`config.mk`:
```
export PLATFORM = sky130hd
export DESIGN_NAME = nfcfe_regbank
export DESIGN_NICKNAME = d
export VERILOG_FILES = /design/src/hw/nfcfe_pkg.sv /design/src/hw/nfcfe_regbank.sv
export VERILOG_INCLUDE_DIRS = /design/src /design/src/hw
export SDC_FILE = /design/constraint.sdc
export NUM_CORES = 1
export LEC_CHECK = 0
export BUFFER_PORTS_ARGS = -buffer_cell sky130_fd_sc_hd__buf_4
export CORE_ASPECT_RATIO = 0.6
export CORE_MARGIN = 2
export CORE_UTILIZATION = 42
export DETAILED_ROUTE_END_ITERATION = 16
export MAX_ROUTING_LAYER = met4
export PLACE_DENSITY_LB_ADDON = 0.12
export SYNTH_ARGS = -nofsm -noshare
export SYNTH_HDL_FRONTEND = slang
export SYNTH_SLANG_ARGS = --single-unit
```
`constraint.sdc`:
```
create_clock -name clock -period 1.6 [get_ports clock]
set_input_delay 0.16 -clock clock [delete_from_list [all_inputs] [get_ports clock]]
set_output_delay 0.16 -clock clock [all_outputs]
set_load 0.01 [all_outputs]
```
`src/hw/nfcfe_regs.svh`:
```
`ifndef NFCFE_REGS_SVH
`define NFCFE_REGS_SVH

// Register indices; byte address is four times the index
`define NFCFE_IDX_STATUS     8'h24
`define NFCFE_IDX_CONV       8'h25
`define NFCFE_IDX_TUNE_A     8'h26
`define NFCFE_IDX_TUNE_B     8'h27
`define NFCFE_IDX_TXDRV      8'h28

// Reset values
`define NFCFE_RST_TUNE       8'h80
`define NFCFE_RST_TXDRV      8'h70

// Field positions
`define NFCFE_RATE_HI        5
`define NFCFE_RATE_LO        4
`define NFCFE_MOD_HI         7
`define NFCFE_MOD_LO         4
`define NFCFE_RES_HI         3
`define NFCFE_RES_LO         0

`define NFCFE_RES_HIGHZ      4'hf
`define NFCFE_RD_UNMAPPED    32'h0000_0000

`endif

```
`src/hw/nfcfe_pkg.sv`:
```
`default_nettype none

package nfcfe_pkg;

    typedef struct packed {
        logic [1:0] rate;
        logic       second_power_timer_running;
        logic       gp_timer_running;
        logic       no_resp_timer_running;
        logic       mask_rx_timer_running;
    } nfcfe_status_t;

    typedef struct packed {
        logic [3:0] modulation_depth_sel;
        logic [3:0] driver_res_sel;
    } nfcfe_txdrv_t;

    typedef enum logic [1:0] {
        NFCFE_IDLE,
        NFCFE_ANSWER
    } nfcfe_bus_state_t;

endpackage

`default_nettype wire

```
`src/hw/nfcfe_regbank.sv`:
```
// Notes on behaviour
// Status bits 5:4 show the detected bit rate result.
// Status bits 3..0 show second power, general, no-response, mask timers running.
// Conversion register shows the last conversion result completed since reset; resets to 0.
// First tuning code is writable, eight bits, resets to 0x80.
// Second tuning code is writable, eight bits, resets to 0x80.
// Driver bits 7:4 select modulation depth, reset 0111.
// Driver bits 3:0 select resistance, reset 0, code 15 is high impedance.
// Status and conversion are read-only; tuning and driver are read-write.
// Writes to read-only registers are ignored; status bits 7:6 read zero.
`include "nfcfe_regs.svh"
`timescale 1ns/1ps
`default_nettype none

module nfcfe_regbank (
    // Clock and reset
    input  wire logic                 clock,
    input  wire logic                 resetn,
    // Avalon-MM slave
    input  wire logic [9:0]           avs_address,
    input  wire logic                 avs_read,
    input  wire logic                 avs_write,
    input  wire logic [31:0]          avs_writedata,
    input  wire logic [3:0]           avs_byteenable,
    output logic      [31:0]          avs_readdata,
    output logic                      avs_waitrequest,
    // Internal state inputs
    input  wire nfcfe_pkg::nfcfe_status_t status_in,
    input  wire logic [7:0]           conversion_data,
    input  wire logic                 conversion_done,
    // Analog control outputs
    output logic      [7:0]           tuning_code_first,
    output logic      [7:0]           tuning_code_second,
    output var nfcfe_pkg::nfcfe_txdrv_t tx_driver,
    output logic                      antenna_driver_output_highz
);
    import nfcfe_pkg::*;

    // ----------------------------------------------------------------
    // Registers
    // ----------------------------------------------------------------
    nfcfe_bus_state_t bus_state_reg;
    nfcfe_status_t    status_reg;
    logic [7:0]       conv_reg;
    logic [7:0]       tune_a_reg;
    logic [7:0]       tune_b_reg;
    logic [7:0]       txdrv_reg;
    logic [7:0]       idx;
    logic             wr_lane0;
    logic             wr_tune_a;
    logic             wr_tune_b;
    logic             wr_txdrv;
    logic             rd_take;
    logic [31:0]      rd_next;

    // ----------------------------------------------------------------
    // Address decode
    // ----------------------------------------------------------------
    // Writes commit on the answer edge, where the master sees waitrequest low
    assign idx       = avs_address[9:2];
    assign wr_lane0  = avs_write && avs_byteenable[0] && bus_state_reg == NFCFE_ANSWER;
    assign wr_tune_a = wr_lane0 && idx == `NFCFE_IDX_TUNE_A;
    assign wr_tune_b = wr_lane0 && idx == `NFCFE_IDX_TUNE_B;
    assign wr_txdrv  = wr_lane0 && idx == `NFCFE_IDX_TXDRV;
    assign rd_take   = avs_read && bus_state_reg == NFCFE_IDLE;

    // ----------------------------------------------------------------
    // Bus handshake: one wait cycle, answer on the second edge
    // ----------------------------------------------------------------
    always_ff @(posedge clock or negedge resetn) begin
        if (!resetn) begin
            bus_state_reg   <= NFCFE_IDLE;
            avs_waitrequest <= 1'b1;
        end else begin
            case (bus_state_reg)
                NFCFE_IDLE: begin
                    if (avs_read || avs_write) begin
                        bus_state_reg   <= NFCFE_ANSWER;
                        avs_waitrequest <= 1'b0;
                    end
                end
                NFCFE_ANSWER: begin
                    bus_state_reg   <= NFCFE_IDLE;
                    avs_waitrequest <= 1'b1;
                end
                default: begin
                    bus_state_reg   <= NFCFE_IDLE;
                    avs_waitrequest <= 1'b1;
                end
            endcase
        end
    end

    a_wait_idle: assert property (@(posedge clock) disable iff (!resetn)
        bus_state_reg == NFCFE_IDLE |-> avs_waitrequest)
        else $error("waitrequest low while idle");

    a_wait_pulse: assert property (@(posedge clock) disable iff (!resetn)
        !avs_waitrequest |=> avs_waitrequest)
        else $error("waitrequest low for more than one cycle");

    a_answer_next: assert property (@(posedge clock) disable iff (!resetn)
        (avs_read || avs_write) && avs_waitrequest |=> !avs_waitrequest)
        else $error("request not answered on the next edge");

    a_idle_return: assert property (@(posedge clock) disable iff (!resetn)
        bus_state_reg == NFCFE_ANSWER |=> bus_state_reg == NFCFE_IDLE)
        else $error("bus did not return to idle");

    a_wait_reset: assert property (@(posedge clock)
        $rose(resetn) |-> avs_waitrequest && avs_readdata == `NFCFE_RD_UNMAPPED)
        else $error("bus outputs wrong after reset");

    // ----------------------------------------------------------------
    // Read mux
    // ----------------------------------------------------------------
    always_comb begin
        rd_next = `NFCFE_RD_UNMAPPED;
        case (idx)
            `NFCFE_IDX_STATUS: rd_next = {24'h000000, 2'b00, status_reg};
            `NFCFE_IDX_CONV:   rd_next = {24'h000000, conv_reg};
            `NFCFE_IDX_TUNE_A: rd_next = {24'h000000, tune_a_reg};
            `NFCFE_IDX_TUNE_B: rd_next = {24'h000000, tune_b_reg};
            `NFCFE_IDX_TXDRV:  rd_next = {24'h000000, txdrv_reg};
            default:           rd_next = `NFCFE_RD_UNMAPPED;
        endcase
    end

    always_ff @(posedge clock or negedge resetn) begin
        if (!resetn) begin
            avs_readdata <= 32'h0000_0000;
        end else if (rd_take) begin
            avs_readdata <= rd_next;
        end
    end

    a_status_rsvd: assert property (@(posedge clock) disable iff (!resetn)
        avs_read && bus_state_reg == NFCFE_IDLE && idx == `NFCFE_IDX_STATUS
        |=> avs_readdata[7:6] == 2'b00
            && avs_readdata[`NFCFE_RATE_HI:`NFCFE_RATE_LO] == $past(status_reg.rate))
        else $error("status readback wrong");

    a_conv_read: assert property (@(posedge clock) disable iff (!resetn)
        avs_read && bus_state_reg == NFCFE_IDLE && idx == `NFCFE_IDX_CONV
        |=> avs_readdata[7:0] == $past(conv_reg))
        else $error("conversion readback wrong");

    a_unmapped_zero: assert property (@(posedge clock) disable iff (!resetn)
        avs_read && bus_state_reg == NFCFE_IDLE
            && (idx < `NFCFE_IDX_STATUS || idx > `NFCFE_IDX_TXDRV)
        |=> avs_readdata == `NFCFE_RD_UNMAPPED)
        else $error("unmapped read not zero");

    a_read_upper: assert property (@(posedge clock) disable iff (!resetn)
        !avs_waitrequest |-> avs_readdata[31:8] == 24'h000000)
        else $error("read data upper bits not zero");

    a_read_hold: assert property (@(posedge clock) disable iff (!resetn)
        !(avs_read && bus_state_reg == NFCFE_IDLE) |=> $stable(avs_readdata))
        else $error("read data changed without a read");

    // ----------------------------------------------------------------
    // Read-only state capture
    // ----------------------------------------------------------------
    always_ff @(posedge clock or negedge resetn) begin
        if (!resetn) begin
            status_reg <= '0;
        end else begin
            status_reg <= status_in;
        end
    end

    a_status_track: assert property (@(posedge clock) disable iff (!resetn)
        resetn |=> status_reg == $past(status_in))
        else $error("status does not follow timers");

    always_ff @(posedge clock or negedge resetn) begin
        if (!resetn) begin
            conv_reg <= 8'h00;
        end else if (conversion_done) begin
            conv_reg <= conversion_data;
        end
    end

    a_conv_capture: assert property (@(posedge clock) disable iff (!resetn)
        resetn && conversion_done |=> conv_reg == $past(conversion_data))
        else $error("conversion result not captured");

    a_conv_hold: assert property (@(posedge clock) disable iff (!resetn)
        !conversion_done |=> $stable(conv_reg))
        else $error("conversion result changed without a conversion");

    a_ro_ignored: assert property (@(posedge clock) disable iff (!resetn)
        avs_write && idx == `NFCFE_IDX_CONV && !conversion_done |=> $stable(conv_reg))
        else $error("write changed read-only register");

    // ----------------------------------------------------------------
    // Writable registers; writes to read-only indices fall through
    // ----------------------------------------------------------------
    always_ff @(posedge clock or negedge resetn) begin
        if (!resetn) begin
            tune_a_reg <= `NFCFE_RST_TUNE;
        end else if (wr_tune_a) begin
            tune_a_reg <= avs_writedata[7:0];
        end
    end

    a_tune_a_reset: assert property (@(posedge clock)
        $rose(resetn) |-> tune_a_reg == `NFCFE_RST_TUNE)
        else $error("first tuning code wrong after reset");

    a_rw_write: assert property (@(posedge clock) disable iff (!resetn)
        avs_write && avs_byteenable[0] && !avs_waitrequest && idx == `NFCFE_IDX_TUNE_A
        |=> tune_a_reg == $past(avs_writedata[7:0]))
        else $error("tuning write not stored");

    a_tune_a_hold: assert property (@(posedge clock) disable iff (!resetn)
        !wr_tune_a |=> $stable(tune_a_reg))
        else $error("first tuning code changed without a write");

    always_ff @(posedge clock or negedge resetn) begin
        if (!resetn) begin
            tune_b_reg <= `NFCFE_RST_TUNE;
        end else if (wr_tune_b) begin
            tune_b_reg <= avs_writedata[7:0];
        end
    end

    a_tune_b_reset: assert property (@(posedge clock)
        $rose(resetn) |-> tune_b_reg == `NFCFE_RST_TUNE)
        else $error("second tuning code wrong after reset");

    a_tune_b_write: assert property (@(posedge clock) disable iff (!resetn)
        avs_write && avs_byteenable[0] && !avs_waitrequest && idx == `NFCFE_IDX_TUNE_B
        |=> tune_b_reg == $past(avs_writedata[7:0]))
        else $error("second tuning write not stored");

    a_tune_b_hold: assert property (@(posedge clock) disable iff (!resetn)
        !wr_tune_b |=> $stable(tune_b_reg))
        else $error("second tuning code changed without a write");

    always_ff @(posedge clock or negedge resetn) begin
        if (!resetn) begin
            txdrv_reg <= `NFCFE_RST_TXDRV;
        end else if (wr_txdrv) begin
            txdrv_reg <= avs_writedata[7:0];
        end
    end

    a_txdrv_reset: assert property (@(posedge clock)
        $rose(resetn) |-> txdrv_reg == `NFCFE_RST_TXDRV)
        else $error("driver register wrong after reset");

    a_txdrv_write: assert property (@(posedge clock) disable iff (!resetn)
        avs_write && avs_byteenable[0] && !avs_waitrequest && idx == `NFCFE_IDX_TXDRV
        |=> txdrv_reg == $past(avs_writedata[7:0]))
        else $error("driver write not stored");

    a_txdrv_hold: assert property (@(posedge clock) disable iff (!resetn)
        !wr_txdrv |=> $stable(txdrv_reg))
        else $error("driver register changed without a write");

    a_lane_gate: assert property (@(posedge clock) disable iff (!resetn)
        avs_write && !avs_byteenable[0]
        |=> $stable(tune_a_reg) && $stable(tune_b_reg) && $stable(txdrv_reg))
        else $error("write without lane 0 changed a register");

    // ----------------------------------------------------------------
    // Outputs to the analog side
    // ----------------------------------------------------------------
    always_ff @(posedge clock or negedge resetn) begin
        if (!resetn) begin
            tuning_code_first           <= `NFCFE_RST_TUNE;
            tuning_code_second          <= `NFCFE_RST_TUNE;
            tx_driver                   <= `NFCFE_RST_TXDRV;
            antenna_driver_output_highz <= 1'b0;
        end else begin
            tuning_code_first  <= tune_a_reg;
            tuning_code_second <= tune_b_reg;
            tx_driver.modulation_depth_sel <= txdrv_reg[`NFCFE_MOD_HI:`NFCFE_MOD_LO];
            tx_driver.driver_res_sel <= txdrv_reg[`NFCFE_RES_HI:`NFCFE_RES_LO];
            antenna_driver_output_highz <=
                txdrv_reg[`NFCFE_RES_HI:`NFCFE_RES_LO] == `NFCFE_RES_HIGHZ;
        end
    end

    a_highz_follow: assert property (@(posedge clock) disable iff (!resetn)
        txdrv_reg[`NFCFE_RES_HI:`NFCFE_RES_LO] == `NFCFE_RES_HIGHZ
        |=> antenna_driver_output_highz)
        else $error("code 15 did not give high impedance");

    a_highz_clear: assert property (@(posedge clock) disable iff (!resetn)
        txdrv_reg[`NFCFE_RES_HI:`NFCFE_RES_LO] != `NFCFE_RES_HIGHZ
        |=> !antenna_driver_output_highz)
        else $error("high impedance without code 15");

    a_out_reset: assert property (@(posedge clock)
        $rose(resetn) |-> tuning_code_first == `NFCFE_RST_TUNE
            && tuning_code_second == `NFCFE_RST_TUNE && tx_driver == `NFCFE_RST_TXDRV)
        else $error("analog outputs wrong after reset");

    a_highz_reset: assert property (@(posedge clock)
        $rose(resetn) |-> !antenna_driver_output_highz)
        else $error("high impedance set after reset");

    a_tune_out: assert property (@(posedge clock) disable iff (!resetn)
        resetn |=> tuning_code_first == $past(tune_a_reg)
            && tuning_code_second == $past(tune_b_reg))
        else $error("tuning outputs do not follow registers");

    a_drv_out: assert property (@(posedge clock) disable iff (!resetn)
        resetn |=> tx_driver == $past(txdrv_reg))
        else $error("driver output does not follow register");

endmodule

`default_nettype wire

```
==> impl_metrics.json, run 1 <==
{
  "power.internal_uw": 3460,
  "critPathLaunchType": "flip-flop",
  "hold_buffers": 7,
  "yosys_warnings": 0,
  "synth.most_common_cell": "dfrtp_1",
  "seqPwrFrac_pct": 44.3,
  "grt_pass1_wl_mm": 9.78,
  "worstPathRequired_ps": 1810,
  "crit_path_end_kind": "flip-flop",
  "clk_pin_slew_ps": 50,
  "synth_edf_count": 0,
  "synth_cells": 188,
  "drt_iter0_drc": 62,
  "synthFlopType": "dfrtp_1",
  "peakVddDrop_v": 0.000597,
  "postRouteAntennaNets": 0,
  "drc_errors": 0,
  "power_switching_uw": 895,
  "dieArea_um2": 7570,
  "cts_made_buffers": 9,
  "grtUsageTotal_pct": 18.1,
  "core_um2": 6650,
  "cts_setup_buffers": 0,
  "io_pins": 123,
  "htreeDepth": 3,
  "achievable-frequency_mhz": 680,
  "initial_utilization_pct": 43.4,
  "route.final.wire_length_mm": 6.03,
  "powerDensity_nw_per_um2": 1130,
  "synth-async-reset-ratio_pct": 100,
  "critical_path_class": "reg -> reg",
  "routedWlPerCell_um": 16.3,
  "cp.arrival_ps": 1680,
  "synth_common_cells": "dfrtp_1, mux2_2, buf_4, dfstp_2",
  "power.share.clock_pct": 48.6,
  "area_growth_pct": 33.3,
  "maxSlewViolCount": 0,
  "fin_crit_ps": 1470,
  "numPortBuffers": 69,
  "drive_above_1_share_pct": 53.2,
  "die_x_um": 111,
  "setup_viol": 0,
  "grt_pass1_vias": 1783,
  "hold_viol": 0,
  "grt-ovfl-total": 0,
  "drtPass1Iterations": 4,
  "fin_nets": 342,
  "rsz0062_at_grt": "no",
  "fin_ws_ps": 129,
  "min_period_over_period_pct": 91.9,
  "gp_congestion": 0.694,
  "cap_viol_max_count": 0,
  "cts_root_buffer": "clkbuf_16",
  "post-route-util_pct": 57.9,
  "clk_latency_ps": 330,
  "dp_slack_ps": -79.5,
  "netlist_area_um2": 2890,
  "antenna_found_initial": 0,
  "post_synth_num_cell_types": 28,
  "rows": 23,
  "die_h_um": 68.2,
  "hold_class": "in -> reg",
  "crit_path_max_fanout": 4,
  "cts_resized": 0,
  "cts_tree": "yes",
  "syn_area_per_cell_um2": 15.3,
  "finClkSkew_ps": 4.16,
  "seq_area_frac_synth_pct": 63.8,
  "cts_sinks": 73,
  "n_antenna_cell": 0,
  "yosys.area.top_type": "dfrtp_1",
  "fin_tns_setup_ps": 0,
  "hold_slack_ps": 65.1,
  "vias": 1771,
  "ys_seq_elements": 73,
  "comb_power_share_pct": 7.0,
  "viasPerCell": 4.80,
  "clk_path_buf_depth": 2,
  "status": "complete, no violations",
  "power.leakage_uw": 0.00193,
  "grt_start_max_net_pins": 37,
  "synth_area_leaders": "dfrtp_1, mux2_2, dfstp_2",
  "netSwitchingFraction_pct": 20.5,
  "hpwl_mm": 4.21,
  "yosysTopAreaCellShare_pct": 53.8,
  "fillers": 547
}
## power groups by stage
| stage | clock network, µW | logic (µW) | registers (µW) |
|---|---|---|---|
| finish | 2120 | 307 | 1930 |
| global route | 2250 | 339 | 1940 |
| CTS | 2170 | 310 | 1930 |
| detailed placement | 0 | 295 | 1960 |
| global placement | 0 | 291 | 1960 |
| floorplan | 0 | 165 | 1960 |
## path summary, 6_finish.rpt
path	from	end	slack, ps	cells past startpoint
hold reg to reg	tune_a_reg[7]$_DFFE_PN1P_	tuning_code_first[7]$_DFF_PN1_	380	0
min in group asynchronous	resetn	tuning_code_first[1]$_DFF_PN0_	320	2
setup reg to reg	bus_state_reg[0]$_DFFE_PN0P_	tune_a_reg[0]$_DFFE_PN0P_	130	4
hold / removal	conversion_data[0]	conv_reg[0]$_DFFE_PN0P_	70	2
max in group asynchronous	resetn	txdrv_reg[5]$_DFFE_PN1P_	670	3
setup / recovery	bus_state_reg[0]$_DFFE_PN0P_	tune_a_reg[0]$_DFFE_PN0P_	130	4
## worst max-delay path: stages, from the launching register on
cell and delay, ps:
dfrtp_1 370, and3_2 250, and4b_1 230, buf_4 160, mux2_2 330
## cell families after synthesis
group	after synthesis	share of synthesized area (%)
and+or+nand+nor	22	5.42
DFF	73	63.8
other	1	0.130
buffers and inverters	32	8.11
AOI/OAI and AO/OA	20	4.60
muxes	40	18.0
## layer usage
metal | wire, µm | up-vias | share of wire (%) | global-route usage [%]
li1 | - | 793 | - | -
met3 | 439 | 14 | 7.3 | 4.87
met5 | 0 | - | 0 | -
met2 | 2600 | 80 | 43 | 25.5
met1 | 2880 | 884 | 48 | 24.8
met4 | 121 | 0 | 2.0 | 8.28
## cell usage in the layout, fill, tap and decap left out, types with 2 or more instances in the layout
cell / synthesis / routed
o21ai_0: 8 / 8
bufinv_16: 0 / 2
dfstp_2: 11 / 11
nand2_1: 8 / 8
clkbuf_16: 0 / 9
nor2b_1: 2 / 2
clkinv_2: 0 / 2
dfrtp_1: 62 / 62
a22o_1: 2 / 2
a22oi_1: 8 / 8
mux2_2: 34 / 34
nor2_1: 2 / 2
buf_4: 26 / 78
dlygate4sd3_1: 0 / 7
mux4_2: 6 / 6
conb_1: 1 / 24
## area by class of cell
class,count,area (µm²),area share (%)
repair buffers,86,676,17.6
multi-input cells,106,897,23.3
clock buffers,11,243,6.31
well taps,87,109,2.83
inverters,1,3.75,0.0976
flip-flops and latches,73,1840,47.8
clock inverters,5,78.8,2.05
## per-stage QoR
step                      area, µm²  std cells  total power [µW]
final                          3850        369              4360
after CTS                      3850        369              4410
after detailed placement       3460        346              2260
after floorplan                2970        211              2130
after global routing           3850        369              4520
after global placement         3460        346              2250
Note: power is estimated with default switching activity, not from simulation.
==> inputs of run 2 (changes only) <==
MAX_ROUTING_LAYER = unset   (was met4)
==> run 2 against run 1 <==
  * Non-clock buffer count is the same
  * Sequential cell count is the same
  * Worst hold slack lost 1.4 ps
  * Setup slack gained 0.59 ps
  * Register-to-register slack is essentially flat
  * Clock power is essentially flat
  * Clock skew shrank 0.79 ps
  * Cell area is the same
  * Maximum frequency is essentially flat
  * First-iteration DRC count shrank 27%
  * Utilization is the same
  * Die area is the same
  * Critical path type unchanged
==> impl_metrics.json, run 2 (synthesized netlist as in run 1, its figures left out) <==
{
  "status": "complete, no violations",
  "die_h_um": 68.2,
  "setup_viol": 0,
  "worstPathCellList": "and3_2 > and4b_1 > buf_4 > mux2_2",
  "power.leakage_uw": 0.00193,
  "min_path_cells": 2,
  "achievable-frequency_mhz": 680,
  "peakVddDrop_v": 0.000595,
  "cp.arrival_ps": 1680,
  "cts_setup_buffers": 0,
  "slowest_delay_ps": 370,
  "drt_iter0_drc": 45,
  "wl_met2_mm": 2.59,
  "cts_tree": "yes",
  "critPathLaunchType": "flip-flop",
  "wl_met1_mm": 2.88,
  "critPathTopFamily": "simple AND/OR/NAND/NOR gates",
  "dieArea_um2": 7570,
  "r2r_start": "bus_state_reg[0]$_DFFE_PN0P_",
  "fin_nets": 342,
  "drtPass1Iterations": 4,
  "core_um2": 6650,
  "crit_path_max_fanout": 4,
  "antenna_found_initial": 0,
  "cts_root_buffer": "clkbuf_16",
  "vias": 1764,
  "fin_crit_ps": 1470,
  "routedWlPerCell_um": 16.3,
  "initial_utilization_pct": 43.4,
  "critPathBufInv": 1,
  "cap_viol_max_count": 0,
  "grt_pass1_vias": 1786,
  "final_cell_mix": "buf_4, dfrtp_1, mux2_2",
  "whs_endpoint": "conv_reg[0]$_DFFE_PN0P_",
  "final_cell_count_no_fill": 369,
  "hold_buffers": 7,
  "cts_resized": 0,
  "powerDensity_nw_per_um2": 1130,
  "place_inst": 346,
  "worst_path_max_delay_cell": "dfrtp_1",
  "gp_congestion": 0.687,
  "cts_sinks": 73,
  "final_common_cell": "buf_4",
  "clk_pin_slew_ps": 50,
  "rsz0062_at_grt": "no",
  "fillers": 547,
  "clk_path_buf_depth": 2,
  "crit_path_end_kind": "flip-flop",
  "maxSlewViolCount": 0,
  "die_x_um": 111,
  "numPortBuffers": 69,
  "min_period_over_period_pct": 91.9,
  "viasPerCell": 4.78,
  "rr_endpoint": "tune_a_reg[0]$_DFFE_PN0P_",
  "hold_class": "in -> reg",
  "route.final.wire_length_mm": 6.02,
  "area_growth_pct": 33.3,
  "rows": 23,
  "hold_slack_ps": 63.7,
  "hpwl_mm": 4.21,
  "clk_latency_ps": 330,
  "reg2reg_depth": 4,
  "worstPathRequired_ps": 1810,
  "critical_path_class": "reg -> reg",
  "hp-start": "conversion_data[0]",
  "postRouteAntennaNets": 0,
  "hold_viol": 0,
  "finClkSkew_ps": 3.37,
  "grtUsageTotal_pct": 17.5,
  "grt-ovfl-total": 0,
  "grt_start_max_net_pins": 37,
  "drive_above_1_share_pct": 53.2,
  "htreeDepth": 3,
  "io_pins": 123,
  "drc_errors": 0,
  "n_antenna_cell": 0,
  "cts_made_buffers": 9,
  "fin_tns_setup_ps": 0,
  "rrSetupSlack_ps": 130,
  "met3_length_um": 432,
  "grt_pass1_wl_mm": 9.77,
  "highest_layer": "met4"
}
[run 2: cell counts in the layout (fill, tap and decap cells not counted)]
Identical to the previous run, type by type.
[run 2: power breakdown]
| group | internal [µW] | switching [µW] | leakage (µW) |
|---|---|---|---|
| clock network | 1400 | 719 | 0.000159 |
| logic | 154 | 153 | 0.000822 |
| registers | 1910 | 26.7 | 0.000944 |
| total | 3460 | 899 | 0.00193 |
[run 2: metal layers]
layer / GRT usage, % / up-vias
met5: 0 / -
met4: 8.28 / 0
met3: 5.14 / 14
met2: 25.6 / 75
met1: 24.5 / 881
li1: - / 794
[run 2: final cells by class]
class	count	area, µm²	share of cell area [%]
sequential	73	1840	47.8
clock buffer	11	243	6.31
multi-input combinational	106	897	23.3
inverter	1	3.75	0.0976
tap	87	109	2.83
timing repair buffer	86	676	17.6
clock inverter	5	78.8	2.05
[run 2: worst max-delay path by stage]
| stage | startpoint | end | slack (ps) | cells after the start |
|---|---|---|---|---|
| 3_3_place_gp | avs_address[6] | tune_a_reg[1]$_DFFE_PN0P_ | -50 | 6 |
| 5_1_grt | bus_state_reg[0]$_DFFE_PN0P_ | tune_a_reg[0]$_DFFE_PN0P_ | 80 | 4 |
| 3_5_place_dp | avs_address[6] | tune_a_reg[2]$_DFFE_PN0P_ | -80 | 6 |
| 4_1_cts | bus_state_reg[0]$_DFFE_PN0P_ | tune_a_reg[0]$_DFFE_PN0P_ | 120 | 4 |
| 6_report | bus_state_reg[0]$_DFFE_PN0P_ | tune_a_reg[0]$_DFFE_PN0P_ | 130 | 4 |
| 2_1_floorplan | avs_address[6] | tune_a_reg[0]$_DFFE_PN0P_ | 100 | 6 |
[run 2: stage by stage]
step	power (µW)	area [µm²]	utilization [%]	worst slack (ps)
2_1_floorplan	2130	2970	-	101
3_3_place_gp	2250	3460	52.0	-53.7
3_5_place_dp	2260	3460	52.0	-79.5
4_1_cts	4410	3850	57.9	122
5_1_grt	4520	3850	57.9	81.5
6_report	4360	3850	57.9	129
==> inputs of run 3 (changes only) <==
CTS_BUF_LIST = sky130_fd_sc_hd__clkbuf_4 sky130_fd_sc_hd__clkbuf_8   (was unset)
==> run 3 against run 2 <==
  * Sequential cell count did not move
  * Die area did not move
  * Sequential share of layout area is 1.2 points higher
  * Worst hold slack got worse by 18 ps
  * Global-route usage is essentially flat
  * Sequential power about the same
  * Non-clock buffer count unchanged
  * Via count grew 0.23%
  * Utilization is 1.5 points lower
  * Register-to-register slack is essentially flat
  * Combinational power about the same
==> impl_metrics.json, run 3 (synthesized netlist as in run 1, its figures left out) <==
{
  "status": "complete, no violations",
  "initial_utilization_pct": 43.4,
  "critical_path_class": "reg -> reg",
  "powerDensity_nw_per_um2": 1020,
  "grtUsageTotal_pct": 17.5,
  "critPathLaunchType": "flip-flop",
  "crit_path_max_fanout": 4,
  "p_total_uw": 3820,
  "core_um2": 6650,
  "maxSlewViolCount": 0,
  "peakVddDrop_v": 0.000563,
  "antenna_found_initial": 0,
  "hold_class": "in -> reg",
  "cts_made_buffers": 9,
  "grt_pass1_wl_mm": 9.67,
  "final_common_cell": "buf_4",
  "die_x_um": 111,
  "viasPerCell": 4.79,
  "hold_viol": 0,
  "fin_crit_ps": 1470,
  "cts_setup_buffers": 0,
  "n_antenna_cell": 0,
  "cts_root_buffer": "clkbuf_8",
  "route.final.wire_length_mm": 5.99,
  "crit_path_end_kind": "flip-flop",
  "dieArea_um2": 7570,
  "numPortBuffers": 69,
  "io_pins": 123,
  "drtPass1Iterations": 4,
  "achievable-frequency_mhz": 678,
  "hpwl_mm": 4.21,
  "drt_iter0_drc": 71,
  "multi_input_area_um2": 897,
  "clk_pin_slew_ps": 70,
  "clk_latency_ps": 340,
  "vias": 1768,
  "htreeDepth": 3,
  "power.leakage_uw": 0.00188,
  "placed_area_um2": 3460,
  "drc_errors": 0,
  "min_path_cells": 2,
  "finClkSkew_ps": 5.57,
  "rsz0062_at_grt": "no",
  "clk_path_buf_depth": 2,
  "stdcell_area_um2": 3750,
  "worstPathRequired_ps": 1830,
  "grt_pass1_vias": 1757,
  "grt-ovfl-total": 0,
  "cts_tree": "yes",
  "drive_above_1_share_pct": 53.5,
  "rows": 23,
  "seq_area_um2": 1840,
  "routedWlPerCell_um": 16.2,
  "fin_nets": 342,
  "cp.arrival_ps": 1700,
  "min_period_over_period_pct": 92.1,
  "die_h_um": 68.2,
  "gp_congestion": 0.687,
  "fillers": 567,
  "final_cell_mix": "buf_4, dfrtp_1, mux2_2",
  "postRouteAntennaNets": 0,
  "cap_viol_max_count": 0,
  "cts_sinks": 73,
  "reg2reg_depth": 4,
  "final_cell_count_no_fill": 369,
  "place_inst": 346,
  "area_growth_pct": 30.0,
  "setup_viol": 0,
  "grt_start_max_net_pins": 37
}
## run 3: report_power, final
| group | leakage (µW) | switching, µW | internal (µW) |
|---|---|---|---|
| Combinational | 0.000822 | 152 | 154 |
| Clock | 0.000117 | 655 | 935 |
| Sequential | 0.000944 | 25.9 | 1900 |
## run 3: area by class of cell
cell class | count | share of cell area, %
inverter | 1 | 0.100
tap | 87 | 2.90
sequential | 73 | 49.1
clock buffer | 11 | 3.87
multi-input combinational | 106 | 23.9
timing repair buffer | 86 | 18.0
clock inverter | 5 | 2.10
## run 3: layer usage
| layer | GRT usage, % | wire length, µm |
|---|---|---|
| met1 | 24.6 | 2880 |
| met4 | 8.13 | 112 |
| met2 | 25.1 | 2540 |
| met5 | 0 | 0 |
| met3 | 5.58 | 461 |
## run 3: per-stage QoR
| stage | TNS, ps | hold slack [ps] | utilization, % | setup WS [ps] |
|---|---|---|---|---|
| after floorplan | 0 | -136 | - | 101 |
| after global placement | -565 | 142 | 52.0 | -53.7 |
| after detailed placement | -804 | 145 | 52.0 | -79.5 |
| after CTS | 0 | 29.2 | 56.4 | 116 |
| after global routing | 0 | 28.8 | 56.4 | 73.6 |
| final | 0 | 45.3 | 56.4 | 126 |
## run 3: final timing paths
check                                                   from                              to  slack, ps
worst max register to register  bus_state_reg[0]$_DFFE_PN0P_       tune_a_reg[0]$_DFFE_PN0P_        130
max in group asynchronous                             resetn        txdrv_reg[5]$_DFFE_PN1P_        680
min in group asynchronous                             resetn  tuning_code_first[1]$_DFF_PN0_        300
worst min register to register      txdrv_reg[5]$_DFFE_PN1P_          tx_driver[5]$_DFF_PN1_        380
worst max-delay path            bus_state_reg[0]$_DFFE_PN0P_       tune_a_reg[0]$_DFFE_PN0P_        130
worst min-delay path                      conversion_data[0]         conv_reg[0]$_DFFE_PN0P_         50
## run 3: what timing repair did
action,4_1_cts,5_1_grt
gates resized for setup,0,0
hold buffers,7,0
hold endpoints to repair,39,0
## run 3: critical path, cell delays in order, from the launching register on
cell and delay (ps):
dfrtp_1 370, and3_2 250, and4b_1 230, buf_4 160
mux2_2 330
